**src/rtl/rpmc_pkg.sv**
```systemverilog
// Constants and types shared by the reduced power mode controller.
// Assumes a 10 MHz oscillator clock and an 8-bit special function register bus.
package rpmc_pkg;

    localparam logic [7:0] POWER_CONTROL_ADDR = 8'h87;
    localparam logic [7:0] POWER_CONTROL_RST  = 8'h00;

    localparam int BIT_IDLE_REQ   = 0;
    localparam int BIT_PDOWN_REQ  = 1;
    localparam int BIT_SOFT_FLAG0 = 2;
    localparam int BIT_SOFT_FLAG1 = 3;
    localparam int BIT_BAUD_DBL   = 7;

    // Bits that hold storage; bits 6 to 4 are reserved and read as zero.
    localparam logic [7:0] POWER_CONTROL_MASK = 8'h8F;

    localparam int CLK_PERIOD_NS      = 100;
    localparam int OSC_PERIOD_NS      = 100;
    // The wake delay and the reset hold are given in oscillator periods.
    localparam int WAKE_DELAY_PERIODS = 1536;
    localparam int RESET_HOLD_PERIODS = 24;
    localparam int WAKE_DELAY_CYCLES  =
        (WAKE_DELAY_PERIODS * OSC_PERIOD_NS + CLK_PERIOD_NS - 1) / CLK_PERIOD_NS;
    localparam int RESET_HOLD_CYCLES  =
        (RESET_HOLD_PERIODS * OSC_PERIOD_NS + CLK_PERIOD_NS - 1) / CLK_PERIOD_NS;

    localparam int WAKE_CNT_W  = 11;
    localparam int RESET_CNT_W = 5;

    typedef enum logic [1:0] {
        RPMC_RUN,
        RPMC_IDLE,
        RPMC_PDOWN,
        RPMC_SETTLE
    } rpmc_mode_e;

endpackage : rpmc_pkg

```
**src/rtl/rpmc_cnt_if.sv**
```systemverilog
// Carrier between the mode controller and its counters.
// Assumes both ends run on the same oscillator clock.
`timescale 1ns/10ps
interface rpmc_cnt_if;
    logic start;
    logic run;
    logic done;

    modport ctrl (output start, output run, input done);
    modport cnt  (input start, input run, output done);
endinterface : rpmc_cnt_if

```
**src/rtl/rpmc_counter.sv**
```systemverilog
// Down counter that reports when a programmed number of cycles has passed.
// Assumes start is a one-cycle pulse and run is held while counting is wanted.
`timescale 1ns/10ps
module rpmc_counter #(
    parameter int W     = 11,
    parameter int COUNT = 1536
) (
    input  wire logic   i_clk,
    input  wire logic   i_rst_n,
    rpmc_cnt_if.cnt     bus
);
    localparam logic [W-1:0] LOAD = W'(COUNT - 1);

    logic [W-1:0] count;
    logic         active;
    logic         done;

    assign bus.done = done;

    always_ff @(posedge i_clk or negedge i_rst_n)
    begin
        if (!i_rst_n)
        begin
            count  <= '0;
            active <= 1'b0;
            done   <= 1'b0;
        end
        else if (bus.start)
        begin
            count  <= LOAD;
            active <= 1'b1;
            done   <= 1'b0;
        end
        else if (!bus.run)
        begin
            active <= 1'b0;
            done   <= 1'b0;
        end
        else if (active)
        begin
            count  <= count - 1'b1;
            active <= (count != '0);
            done   <= (count == '0);
        end
        else
        begin
            done <= 1'b0;
        end
    end
endmodule : rpmc_counter

```
**src/rtl/rpmc_top.sv**
```systemverilog
// Reduced power mode controller: power control register, Idle and Power-down
// sequencing, wake-up, reset qualification and pin states in each mode.
// Assumes the core drives the SFR bus on the oscillator clock; pins are asynchronous.
`timescale 1ns/10ps
module rpmc_top (
    input  wire logic       I_REF_CLK,
    input  wire logic       I_RST_N,
    input  wire logic       I_RST_PIN,
    input  wire logic       I_T2_OVERFLOW,
    input  wire logic       I_SFR_WR,
    input  wire logic       I_SFR_RD,
    input  wire logic [7:0] I_SFR_ADDR,
    input  wire logic [7:0] I_SFR_WDATA,
    input  wire logic       I_IRQ_PENDING,
    input  wire logic [7:0] I_WAKE_INT,
    input  wire logic [7:0] I_WAKE_INT_EN,
    input  wire logic       I_EXT_FETCH,
    input  wire logic [7:0] I_PORT0_REG,
    input  wire logic [7:0] I_PORT2_REG,
    input  wire logic [7:0] I_FETCH_ADDR_HI,
    input  wire logic       I_ALE_RUN,
    input  wire logic       I_PROGRAM_STORE_STROBE_RUN,
    output logic [7:0]      O_SFR_RDATA,
    output logic            O_SFR_HIT,
    output logic            O_CPU_CLK_EN,
    output logic            O_PERIPH_CLK_EN,
    output logic            O_OSC_EN,
    output logic            O_SOFT_RESET,
    output logic            O_BAUD_DOUBLE,
    output logic            O_ALE,
    output logic            O_PROGRAM_STORE_STROBE,
    output logic [7:0]      O_PORT0,
    output logic            O_PORT0_OE,
    output logic [7:0]      O_PORT2,
    output logic            O_IDLE,
    output logic            O_POWERDOWN
);
    rpmc_pkg::rpmc_mode_e mode;
    rpmc_pkg::rpmc_mode_e next_mode;

    logic [7:0] power_control_reg;
    logic [7:0] next_power_control;
    logic       rst_pin_s1;
    logic       rst_pin_s2;
    logic       rst_pin_q;
    logic [7:0] wake_s1;
    logic [7:0] wake_s2;
    logic       pd_ext_fetch;

    rpmc_cnt_if wake_cnt ();
    rpmc_cnt_if hold_cnt ();

    rpmc_counter #(
        .W     (rpmc_pkg::WAKE_CNT_W),
        .COUNT (rpmc_pkg::WAKE_DELAY_CYCLES)
    ) u_wake_delay (
        .i_clk   (I_REF_CLK),
        .i_rst_n (I_RST_N),
        .bus     (wake_cnt.cnt)
    );

    rpmc_counter #(
        .W     (rpmc_pkg::RESET_CNT_W),
        .COUNT (rpmc_pkg::RESET_HOLD_CYCLES)
    ) u_reset_hold (
        .i_clk   (I_REF_CLK),
        .i_rst_n (I_RST_N),
        .bus     (hold_cnt.cnt)
    );

    // Pins from outside the clock domain pass two flops before use.
    always_ff @(posedge I_REF_CLK or negedge I_RST_N)
    begin
        if (!I_RST_N)
        begin
            rst_pin_s1 <= 1'b0;
            rst_pin_s2 <= 1'b0;
            rst_pin_q  <= 1'b0;
            wake_s1    <= 8'h00;
            wake_s2    <= 8'h00;
        end
        else
        begin
            rst_pin_s1 <= I_RST_PIN;
            rst_pin_s2 <= rst_pin_s1;
            rst_pin_q  <= rst_pin_s2;
            wake_s1    <= I_WAKE_INT;
            wake_s2    <= wake_s1;
        end
    end

    // Decode of the byte-wide register access; no bit addressing exists.
    wire power_control_sel   = (I_SFR_ADDR == rpmc_pkg::POWER_CONTROL_ADDR);
    wire power_control_wr    = I_SFR_WR && power_control_sel && (mode == rpmc_pkg::RPMC_RUN);
    wire wr_pdown   = power_control_wr && I_SFR_WDATA[rpmc_pkg::BIT_PDOWN_REQ];
    wire wr_idle    = power_control_wr && I_SFR_WDATA[rpmc_pkg::BIT_IDLE_REQ];
    wire wake_fire  = |(wake_s2 & I_WAKE_INT_EN);
    // The reset pin counts as held only after it stays high for the full hold.
    wire pin_reset  = hold_cnt.done;
    wire any_reset  = pin_reset || I_T2_OVERFLOW;

    // The rise of the pin, not its level, starts the hold count, so a held pin resets once.
    assign hold_cnt.start = rst_pin_s2 && !rst_pin_q;
    assign hold_cnt.run   = rst_pin_s2;
    assign wake_cnt.start = (mode == rpmc_pkg::RPMC_PDOWN) && wake_fire;
    assign wake_cnt.run   = (mode == rpmc_pkg::RPMC_SETTLE) || wake_cnt.start;

    always_comb
    begin
        next_mode = mode;
        unique case (mode)
            rpmc_pkg::RPMC_RUN:
            begin
                if (wr_pdown)
                    next_mode = rpmc_pkg::RPMC_PDOWN;
                else if (wr_idle)
                    next_mode = rpmc_pkg::RPMC_IDLE;
            end
            rpmc_pkg::RPMC_IDLE:
            begin
                if (I_IRQ_PENDING)
                    next_mode = rpmc_pkg::RPMC_RUN;
            end
            rpmc_pkg::RPMC_PDOWN:
            begin
                if (wake_fire)
                    next_mode = rpmc_pkg::RPMC_SETTLE;
            end
            rpmc_pkg::RPMC_SETTLE:
            begin
                if (wake_cnt.done)
                    next_mode = rpmc_pkg::RPMC_RUN;
            end
        endcase
        if (any_reset)
            next_mode = rpmc_pkg::RPMC_RUN;
    end

    always_comb
    begin
        next_power_control = power_control_reg;
        if (power_control_wr)
            next_power_control = I_SFR_WDATA & rpmc_pkg::POWER_CONTROL_MASK;
        if (mode == rpmc_pkg::RPMC_IDLE && I_IRQ_PENDING)
            next_power_control[rpmc_pkg::BIT_IDLE_REQ] = 1'b0;
        if (mode == rpmc_pkg::RPMC_SETTLE && wake_cnt.done)
            next_power_control[rpmc_pkg::BIT_PDOWN_REQ] = 1'b0;
        if (any_reset)
            next_power_control = rpmc_pkg::POWER_CONTROL_RST;
    end

    always_ff @(posedge I_REF_CLK or negedge I_RST_N)
    begin
        if (!I_RST_N)
        begin
            mode              <= rpmc_pkg::RPMC_RUN;
            power_control_reg <= rpmc_pkg::POWER_CONTROL_RST;
        end
        else
        begin
            mode              <= next_mode;
            power_control_reg <= next_power_control;
        end
    end

    // External fetch state is caught on entry so port 2 restores correctly.
    always_ff @(posedge I_REF_CLK or negedge I_RST_N)
    begin
        if (!I_RST_N)
            pd_ext_fetch <= 1'b0;
        else if (mode == rpmc_pkg::RPMC_RUN)
            pd_ext_fetch <= I_EXT_FETCH;
    end

    wire in_idle  = (next_mode == rpmc_pkg::RPMC_IDLE);
    wire in_pdown = (next_mode == rpmc_pkg::RPMC_PDOWN);
    wire in_sleep = in_pdown || (next_mode == rpmc_pkg::RPMC_SETTLE);
    wire ext_mem  = (next_mode == rpmc_pkg::RPMC_RUN) ? I_EXT_FETCH : pd_ext_fetch;

    // Port 2 carries the address only while fetching and not in Power-down.
    wire [7:0] port2_val = (ext_mem && !in_sleep) ? I_FETCH_ADDR_HI
                                                  : I_PORT2_REG;
    wire       ale_val   = in_sleep ? 1'b0 : (in_idle ? 1'b1 : I_ALE_RUN);
    wire       program_store_strobe_val  = in_sleep ? 1'b0 : (in_idle ? 1'b1 : I_PROGRAM_STORE_STROBE_RUN);

    // Read data is zero on a miss, so the core can OR several register sources together.
    always_ff @(posedge I_REF_CLK or negedge I_RST_N)
    begin
        if (!I_RST_N)
        begin
            O_SFR_RDATA <= 8'h00;
            O_SFR_HIT   <= 1'b0;
        end
        else
        begin
            O_SFR_RDATA <= (I_SFR_RD && power_control_sel) ? power_control_reg : 8'h00;
            O_SFR_HIT   <= power_control_sel && (I_SFR_RD || I_SFR_WR);
        end
    end

    // The enables follow the next mode, so they switch on the same edge as the mode.
    // Peripherals keep their clock through Idle and stop in Power-down and while settling after a wake.
    always_ff @(posedge I_REF_CLK or negedge I_RST_N)
    begin
        if (!I_RST_N)
        begin
            O_CPU_CLK_EN    <= 1'b1;
            O_PERIPH_CLK_EN <= 1'b1;
            O_OSC_EN        <= 1'b1;
        end
        else
        begin
            O_CPU_CLK_EN    <= (next_mode == rpmc_pkg::RPMC_RUN);
            O_PERIPH_CLK_EN <= !in_sleep;
            O_OSC_EN        <= !in_pdown;
        end
    end

    // A reset event is passed on so the other special function registers reinitialise too.
    always_ff @(posedge I_REF_CLK or negedge I_RST_N)
    begin
        if (!I_RST_N)
        begin
            O_SOFT_RESET  <= 1'b0;
            O_BAUD_DOUBLE <= 1'b0;
        end
        else
        begin
            O_SOFT_RESET  <= any_reset;
            O_BAUD_DOUBLE <= next_power_control[rpmc_pkg::BIT_BAUD_DBL];
        end
    end

    // Strobes are forced in the low power modes and pass through from the core in run.
    always_ff @(posedge I_REF_CLK or negedge I_RST_N)
    begin
        if (!I_RST_N)
        begin
            O_ALE                  <= 1'b0;
            O_PROGRAM_STORE_STROBE <= 1'b0;
        end
        else
        begin
            O_ALE                  <= ale_val;
            O_PROGRAM_STORE_STROBE <= program_store_strobe_val;
        end
    end

    // Port 0 lets go of its pins while the address bus belongs to external fetch.
    // Port 2 keeps its register value in Power-down even when fetch was external.
    always_ff @(posedge I_REF_CLK or negedge I_RST_N)
    begin
        if (!I_RST_N)
        begin
            O_PORT0    <= 8'h00;
            O_PORT0_OE <= 1'b0;
            O_PORT2    <= 8'h00;
        end
        else
        begin
            O_PORT0    <= I_PORT0_REG;
            O_PORT0_OE <= !ext_mem;
            O_PORT2    <= port2_val;
        end
    end

    // Settling after a wake still counts as Power-down to the outside world.
    always_ff @(posedge I_REF_CLK or negedge I_RST_N)
    begin
        if (!I_RST_N)
        begin
            O_IDLE      <= 1'b0;
            O_POWERDOWN <= 1'b0;
        end
        else
        begin
            O_IDLE      <= in_idle;
            O_POWERDOWN <= in_sleep;
        end
    end
endmodule : rpmc_top

```
**config.mk**
```make
export PLATFORM = sky130hd
export DESIGN_NAME = rpmc_top
export DESIGN_NICKNAME = d
export VERILOG_FILES = /design/src/rtl/rpmc_pkg.sv /design/src/rtl/rpmc_cnt_if.sv /design/src/rtl/rpmc_counter.sv /design/src/rtl/rpmc_top.sv
export SDC_FILE = /design/constraint.sdc
export NUM_CORES = 1
export LEC_CHECK = 0
export BUFFER_PORTS_ARGS = -buffer_cell sky130_fd_sc_hd__buf_2
export CAP_MARGIN = 15
export CORE_MARGIN = 4
export CORE_UTILIZATION = 53
export CTS_CLUSTER_DIAMETER = 80
export DETAILED_ROUTE_END_ITERATION = 10
export PLACE_DENSITY = 0.84
export SYNTH_ARGS = -nofsm -noshare
export SYNTH_HDL_FRONTEND = slang
export SYNTH_HIERARCHICAL = 1
export SYNTH_SLANG_ARGS = --single-unit
```
**constraint.sdc**
```tcl
create_clock -name I_REF_CLK -period 5.73 [get_ports I_REF_CLK]
set_clock_uncertainty 0.1 [all_clocks]
set_input_delay 0.2865 -clock I_REF_CLK [delete_from_list [all_inputs] [get_ports I_REF_CLK]]
set_output_delay 0.2865 -clock I_REF_CLK [all_outputs]
set_load 0.02 [all_outputs]
```
==> results of run 1 <==
[layout make-up]
| class | instances | area, um^2 |
|---|---|---|
| sequential | 78 | 1960 |
| fill | 332 | 1390 |
| multi-input combinational | 131 | 928 |
| timing repair buffer | 111 | 643 |
| clock buffer | 9 | 124 |
| tap | 70 | 87.6 |
| clock inverter | 7 | 80.1 |
| inverter | 8 | 30.0 |
[metal layers]
| metal | share of wire [%] | global-route usage [%] | vias up |
|---|---|---|---|
| met4 | 1.5 | 7.52 | 0 |
| met5 | 0 | 0 | - |
| met1 | 36 | 22.4 | 1051 |
| met3 | 6.3 | 5.42 | 11 |
| li1 | - | - | 1017 |
| met2 | 56 | 39.4 | 74 |
[synth_stat cells, types with 2 or more instances]
cell / n / share of area (%)
o31ai_1: 4 / 1.0
mux2i_1: 7 / 2.4
or4_1: 4 / 1.0
o211ai_1: 2 / 0.51
a21oi_1: 3 / 0.51
buf_4: 3 / 0.76
and3_1: 6 / 1.3
o21a_1: 2 / 0.51
inv_1: 7 / 0.89
nor4_1: 6 / 1.3
nand2b_1: 6 / 1.3
or3_1: 7 / 1.5
nand4b_1: 2 / 0.59
clkbuf_1: 3 / 0.38
nand3_1: 10 / 1.7
ha_1: 2 / 0.85
dfstp_2: 3 / 2.7
nor2b_1: 4 / 0.85
o21ai_0: 6 / 1.0
dfrtp_1: 75 / 64
mux2_2: 10 / 3.8
xnor2_1: 2 / 0.59
nor2_1: 16 / 2.0
nand2_1: 6 / 0.76
or2_2: 2 / 0.42
a22oi_1: 4 / 1.0
[power by group]
group          switching, mW  total (mW)  internal, mW
Clock                  0.211       0.418         0.207
Sequential            0.0112       0.585         0.574
Combinational         0.0546       0.103        0.0480
Total                  0.277        1.11         0.829
[how the worst max path moves through the flow]
stage | endpoint
detailed placement | O_PORT2[3]
global placement | O_PORT2[1]
finish | O_PORT2[4]
global route | O_PORT2[4]
floorplan | O_PORT2[0]
CTS | O_PORT2[4]
[through the flow]
stage / cell area [um^2] / total power [mW] / hold WS (ns) / worst slack, ns
floorplan: 2950 / 0.642 / -0.109 / 3.37
global placement: 3470 / 0.684 / 0.231 / 3.13
detailed placement: 3470 / 0.689 / 0.236 / 3.11
CTS: 3850 / 1.11 / 0.00149 / 3.27
global route: 3850 / 1.15 / 0.0374 / 3.14
finish: 3850 / 1.11 / -0.0323 / 3.30
[worst max-delay path, cell delays in order, from the launching register on]
cell	delay (ns)
dfrtp_1	0.38
a22oi_1	0.22
nand4_1	0.19
nor3b_1	0.58
nor3_4	0.12
a31oi_4	0.34
mux2_2	0.38
[logic make-up (layout without fill, tap and decap cells)]
| logic type | after synthesis | in the layout |
|---|---|---|
| AO/OA/AOI/OAI | 27 | 27 |
| XOR/XNOR | 3 | 3 |
| adder cells (fa/ha/maj) | 2 | 2 |
| buffers and inverters | 15 | 135 |
| flip-flops | 78 | 78 |
| multiplexers | 17 | 17 |
| other | 1 | 3 |
| AND/OR/NAND/NOR | 79 | 79 |
==> results.cfg, run 1 <==
[sta]
finalMaxSlewViolations = 0
rsz0062_at_grt = false
tightest_slew_ns = 0.915
max-slew-margin-rel_pct = 39.0
holdWs_ns = -0.0323
fin_setup_tns_ns = 0
max_freq_ghz = 0.412
min_period_ns = 2.43
setup_violations = 0
finalCritPeriodShare_pct = 42.4
hold_viol_final = 39

[setup_path]
endpoint_kind = flip-flop
startpoint_type = flip-flop
crit_start = wake_s2[0]
r2r_slack_ns = 3.30
reg2reg_from = wake_s2[0]
rr_worst_depth = 6
critPathRequiredTime_ns = 5.86
critPathKind = flip-flop to flip-flop
cp_max_fo = 8
worstPathArrival_ns = 2.56
r2r_end = O_PORT2[4]

[synthesis]
synth_compound_area_share_pct = 7.31
ys_seq_area_share_pct = 66.4
synthDistinctLibCells = 46
synth-seq-cells = 78
synth_mux_area_share_pct = 6.20
synthAdderAreaFrac_pct = 0.850
ys.flop_type = dfrtp_1
synthArstFlopShare_pct = 100
synth_xor_area_share_pct = 0.892
yosysWarnings = 6
synth_edf_count = 0
synth_top_family_by_area = simple AND/OR/NAND/NOR gates
synth_area_um2 = 2950
synthCells = 222
syn_avg_cell_area_um2 = 13.3
synthSimpleGateAreaFrac_pct = 15.9

[placement]
place_inst = 381
io_buffers = 94
dp_hpwl_um = 4250
gp_congestion = 0.725

[routing]
drt-pass1-iter-count = 4
drtIter0Drc = 132
routed_wl_um = 6280
wire_per_inst_um = 15.2
drc_errors = 0
drt.antenna.violating_nets = 0
vias = 2153
routed_via_density = 5.20

[pwr]
p_per_area_nw_per_um2 = 287
peakVddDrop_v = 0.000251
power_leakage_nw = 1.93

[cts]
clkLatencyLatePin_ns = 0.35
cts_resized = 0
cts_tree = done
clkSlewWorstSetupHoldPaths_ns = 0.09
post_cts_buffers = 0
hold_buffers = 17
clockBufferDepth = 2
cts_root_buffer = clkbuf_8
cts-htree-levels = 3
clock_sinks = 78
cts_buffers = 9

[floorplanning]
start_util_pct = 56.2
row_count = 26
pin_count = 101
dieArea_um2 = 6810
die_w_um = 82.5
coreArea_um2 = 5240
die_y_um = 82.5

[outcome]
run_status = complete, but fails checks
violations = hold timing

[finish]
drive_above_1_share_pct = 38.1
finish.utilization_pct = 73.5
largest_reg_flops = 11
mostFrequentLayoutCells = 93 x buf_2, 75 x dfrtp_1, 17 x dlygate4sd3_1
areaGrowthSynthToFinish_pct = 30.7
layout_commonest_cell = buf_2
fin_nets = 407
layoutNonFillerInstCount = 414
diodes = 0
max_flop_register = u_wake_delay/count

[grt]
grt.total_usage_pct = 20.9
antenna_found_initial = 0
first_global_vias = 2269
grt_first_pass_wirelength_um = 10500
overflow = 0
grt_max_degree = 79

[job]
maxCapViolations = 0

[worst_hold_path]
hold_class = input pin to async pin
Power figures use the tool's default switching activity.
==> run 2, diff against run 1 <==
- CORE_UTILIZATION: 53 -> 45
- PLACE_DENSITY: 0.84 -> 0.76
- clock period: 5.73 -> 2.1 ns (I/O delays scaled with it)
==> results.cfg, run 2 (synthesized netlist as in run 1, its figures left out) <==
[floorplanning]
die_w_um = 88.9
coreArea_um2 = 6350
start_util_pct = 46.4
row_count = 29
pin_count = 101
dieArea_um2 = 7900
die_y_um = 88.9

[worst_hold_path]
hold_class = input pin to flip-flop

[pwr]
power_leakage_nw = 2.13
peakVddDrop_v = 0.000484
p_per_area_nw_per_um2 = 716
p_total_mw = 3.07

[setup_path]
startpoint_type = flip-flop
endpoint_kind = flip-flop
cp_max_fo = 9
crit_path_top_delay_cell = dfrtp_2
critPathKind = flip-flop to flip-flop
worstPathArrival_ns = 2.16
critPathRequiredTime_ns = 2.22
path_buf_inv = 1
crit_path_max_incr_delay_ns = 0.45
path_delay_family = compound AO/OA/AOI/OAI gates
crit_chain = nand3_1 -> o211ai_1 -> o311a_1 -> a31oi_4 -> buf_12 -> mux2_2

[routing]
drt-pass1-iter-count = 4
drt.antenna.violating_nets = 0
vias = 2273
drtIter0Drc = 94
wire_per_inst_um = 13.9
routed_wl_um = 6420
routed_via_density = 4.93
drc_errors = 0

[cts]
cts_tree = done
cts_buffers = 9
cts_root_buffer = clkbuf_8
clkSlewWorstSetupHoldPaths_ns = 0.08
clkLatencyLatePin_ns = 0.33
cts-htree-levels = 3
clock_sinks = 78
clockBufferDepth = 2

[grt]
overflow = 0
grt_first_pass_wirelength_um = 10200
grt_max_degree = 52
first_global_vias = 2343
antenna_found_initial = 0
grt.total_usage_pct = 17.0

[sta]
holdWs_ns = 0.0598
finalMaxSlewViolations = 0
finalCritPeriodShare_pct = 97.2
max-slew-margin-rel_pct = 57.7
setup_violations = 0
hold_viol_final = 0
max_freq_ghz = 0.490
tightest_slew_ns = 0.635
min_period_ns = 2.04

[finish]
layout_commonest_cell = buf_2
fillCellCount = 444
drive_above_1_share_pct = 39.8
final_cell_area_um2 = 4290
fin_nets = 448
diodes = 0
areaGrowthSynthToFinish_pct = 45.7
max_flop_register = u_wake_delay/count
largest_reg_flops = 11
mostFrequentLayoutCells = 93 x buf_2, 73 x dfrtp_1, 43 x dlygate4sd3_1
layoutNonFillerInstCount = 461

[outcome]
run_status = finished, final reports clean

[placement]
place_area_um2 = 3590
dp_hpwl_um = 4100
io_buffers = 94
gp_congestion = 0.813
place_inst = 400

[job]
maxCapViolations = 0
-- run 2: worst paths after layout --
path	from	endpoint	slack [ns]	cells after the start
worst max-delay path	mode[1]	O_PORT2[1]	0.06	6
worst min-delay path	I_IRQ_PENDING	power_control_reg[0]	0.06	4
worst max register to register	mode[1]	O_PORT2[1]	0.06	6
worst min register to register	wake_s1[0]	wake_s2[0]	0.25	0
max in group asynchronous	I_RST_N	u_wake_delay/count[8]	1.11	3
min in group asynchronous	I_RST_N	mode[1]	0.22	2
-- run 2: power by group --
part / switching [mW] / internal (mW) / leakage, nW / total (mW)
sequential: 0.0317 / 1.57 / 0.958 / 1.60
combinational: 0.160 / 0.173 / 1.07 / 0.333
clock: 0.530 / 0.614 / 0.102 / 1.14
-- run 2: metal layers --
| metal | vias to the layer above | wire length (um) | track usage, % |
|---|---|---|---|
| li1 | 1096 | - | - |
| met1 | 1079 | 2500 | 18.7 |
| met2 | 87 | 3320 | 31.2 |
| met3 | 11 | 499 | 5.25 |
| met4 | 0 | 99 | 5.49 |
| met5 | - | 0 | 0 |
-- run 2: cell type report --
type	instances	area [um^2]	area share, %
Clock inverter	4	55.1	1.28
Inverter	8	30.0	0.700
Clock buffer	11	151	3.53
Sequential cell	78	1960	45.6
Multi-Input combinational cell	131	960	22.4
Timing Repair Buffer	152	1040	24.3
Tap cell	77	96.3	2.24
-- run 2: worst register-to-register path: stages (launching register included) --
cell      delay [ns]
dfrtp_2         0.45
nand3_1         0.11
o211ai_1        0.19
o311a_1         0.43
a31oi_4         0.18
buf_12          0.14
mux2_2          0.32
-- run 2: repair_timing --
action,in CTS,in global routing
buffers inserted,1,2
endpoints found under the setup margin,8,12
gates resized for setup,0,7
cloned,0,0
pin swaps,1,7
hold buffers,43,0
endpoints found under the hold margin,86,0
-- run 2: through the flow --
step	util [%]	worst slack [ns]	TNS (ns)
6_report	67.6	0.0589	0
5_1_grt	67.6	-0.00967	-0.0129
4_1_cts	66.9	0.0169	0
3_5_place_dp	56.5	-0.247	-1.90
3_3_place_gp	56.5	-0.184	-1.46
2_1_floorplan	-	-0.0241	-0.192
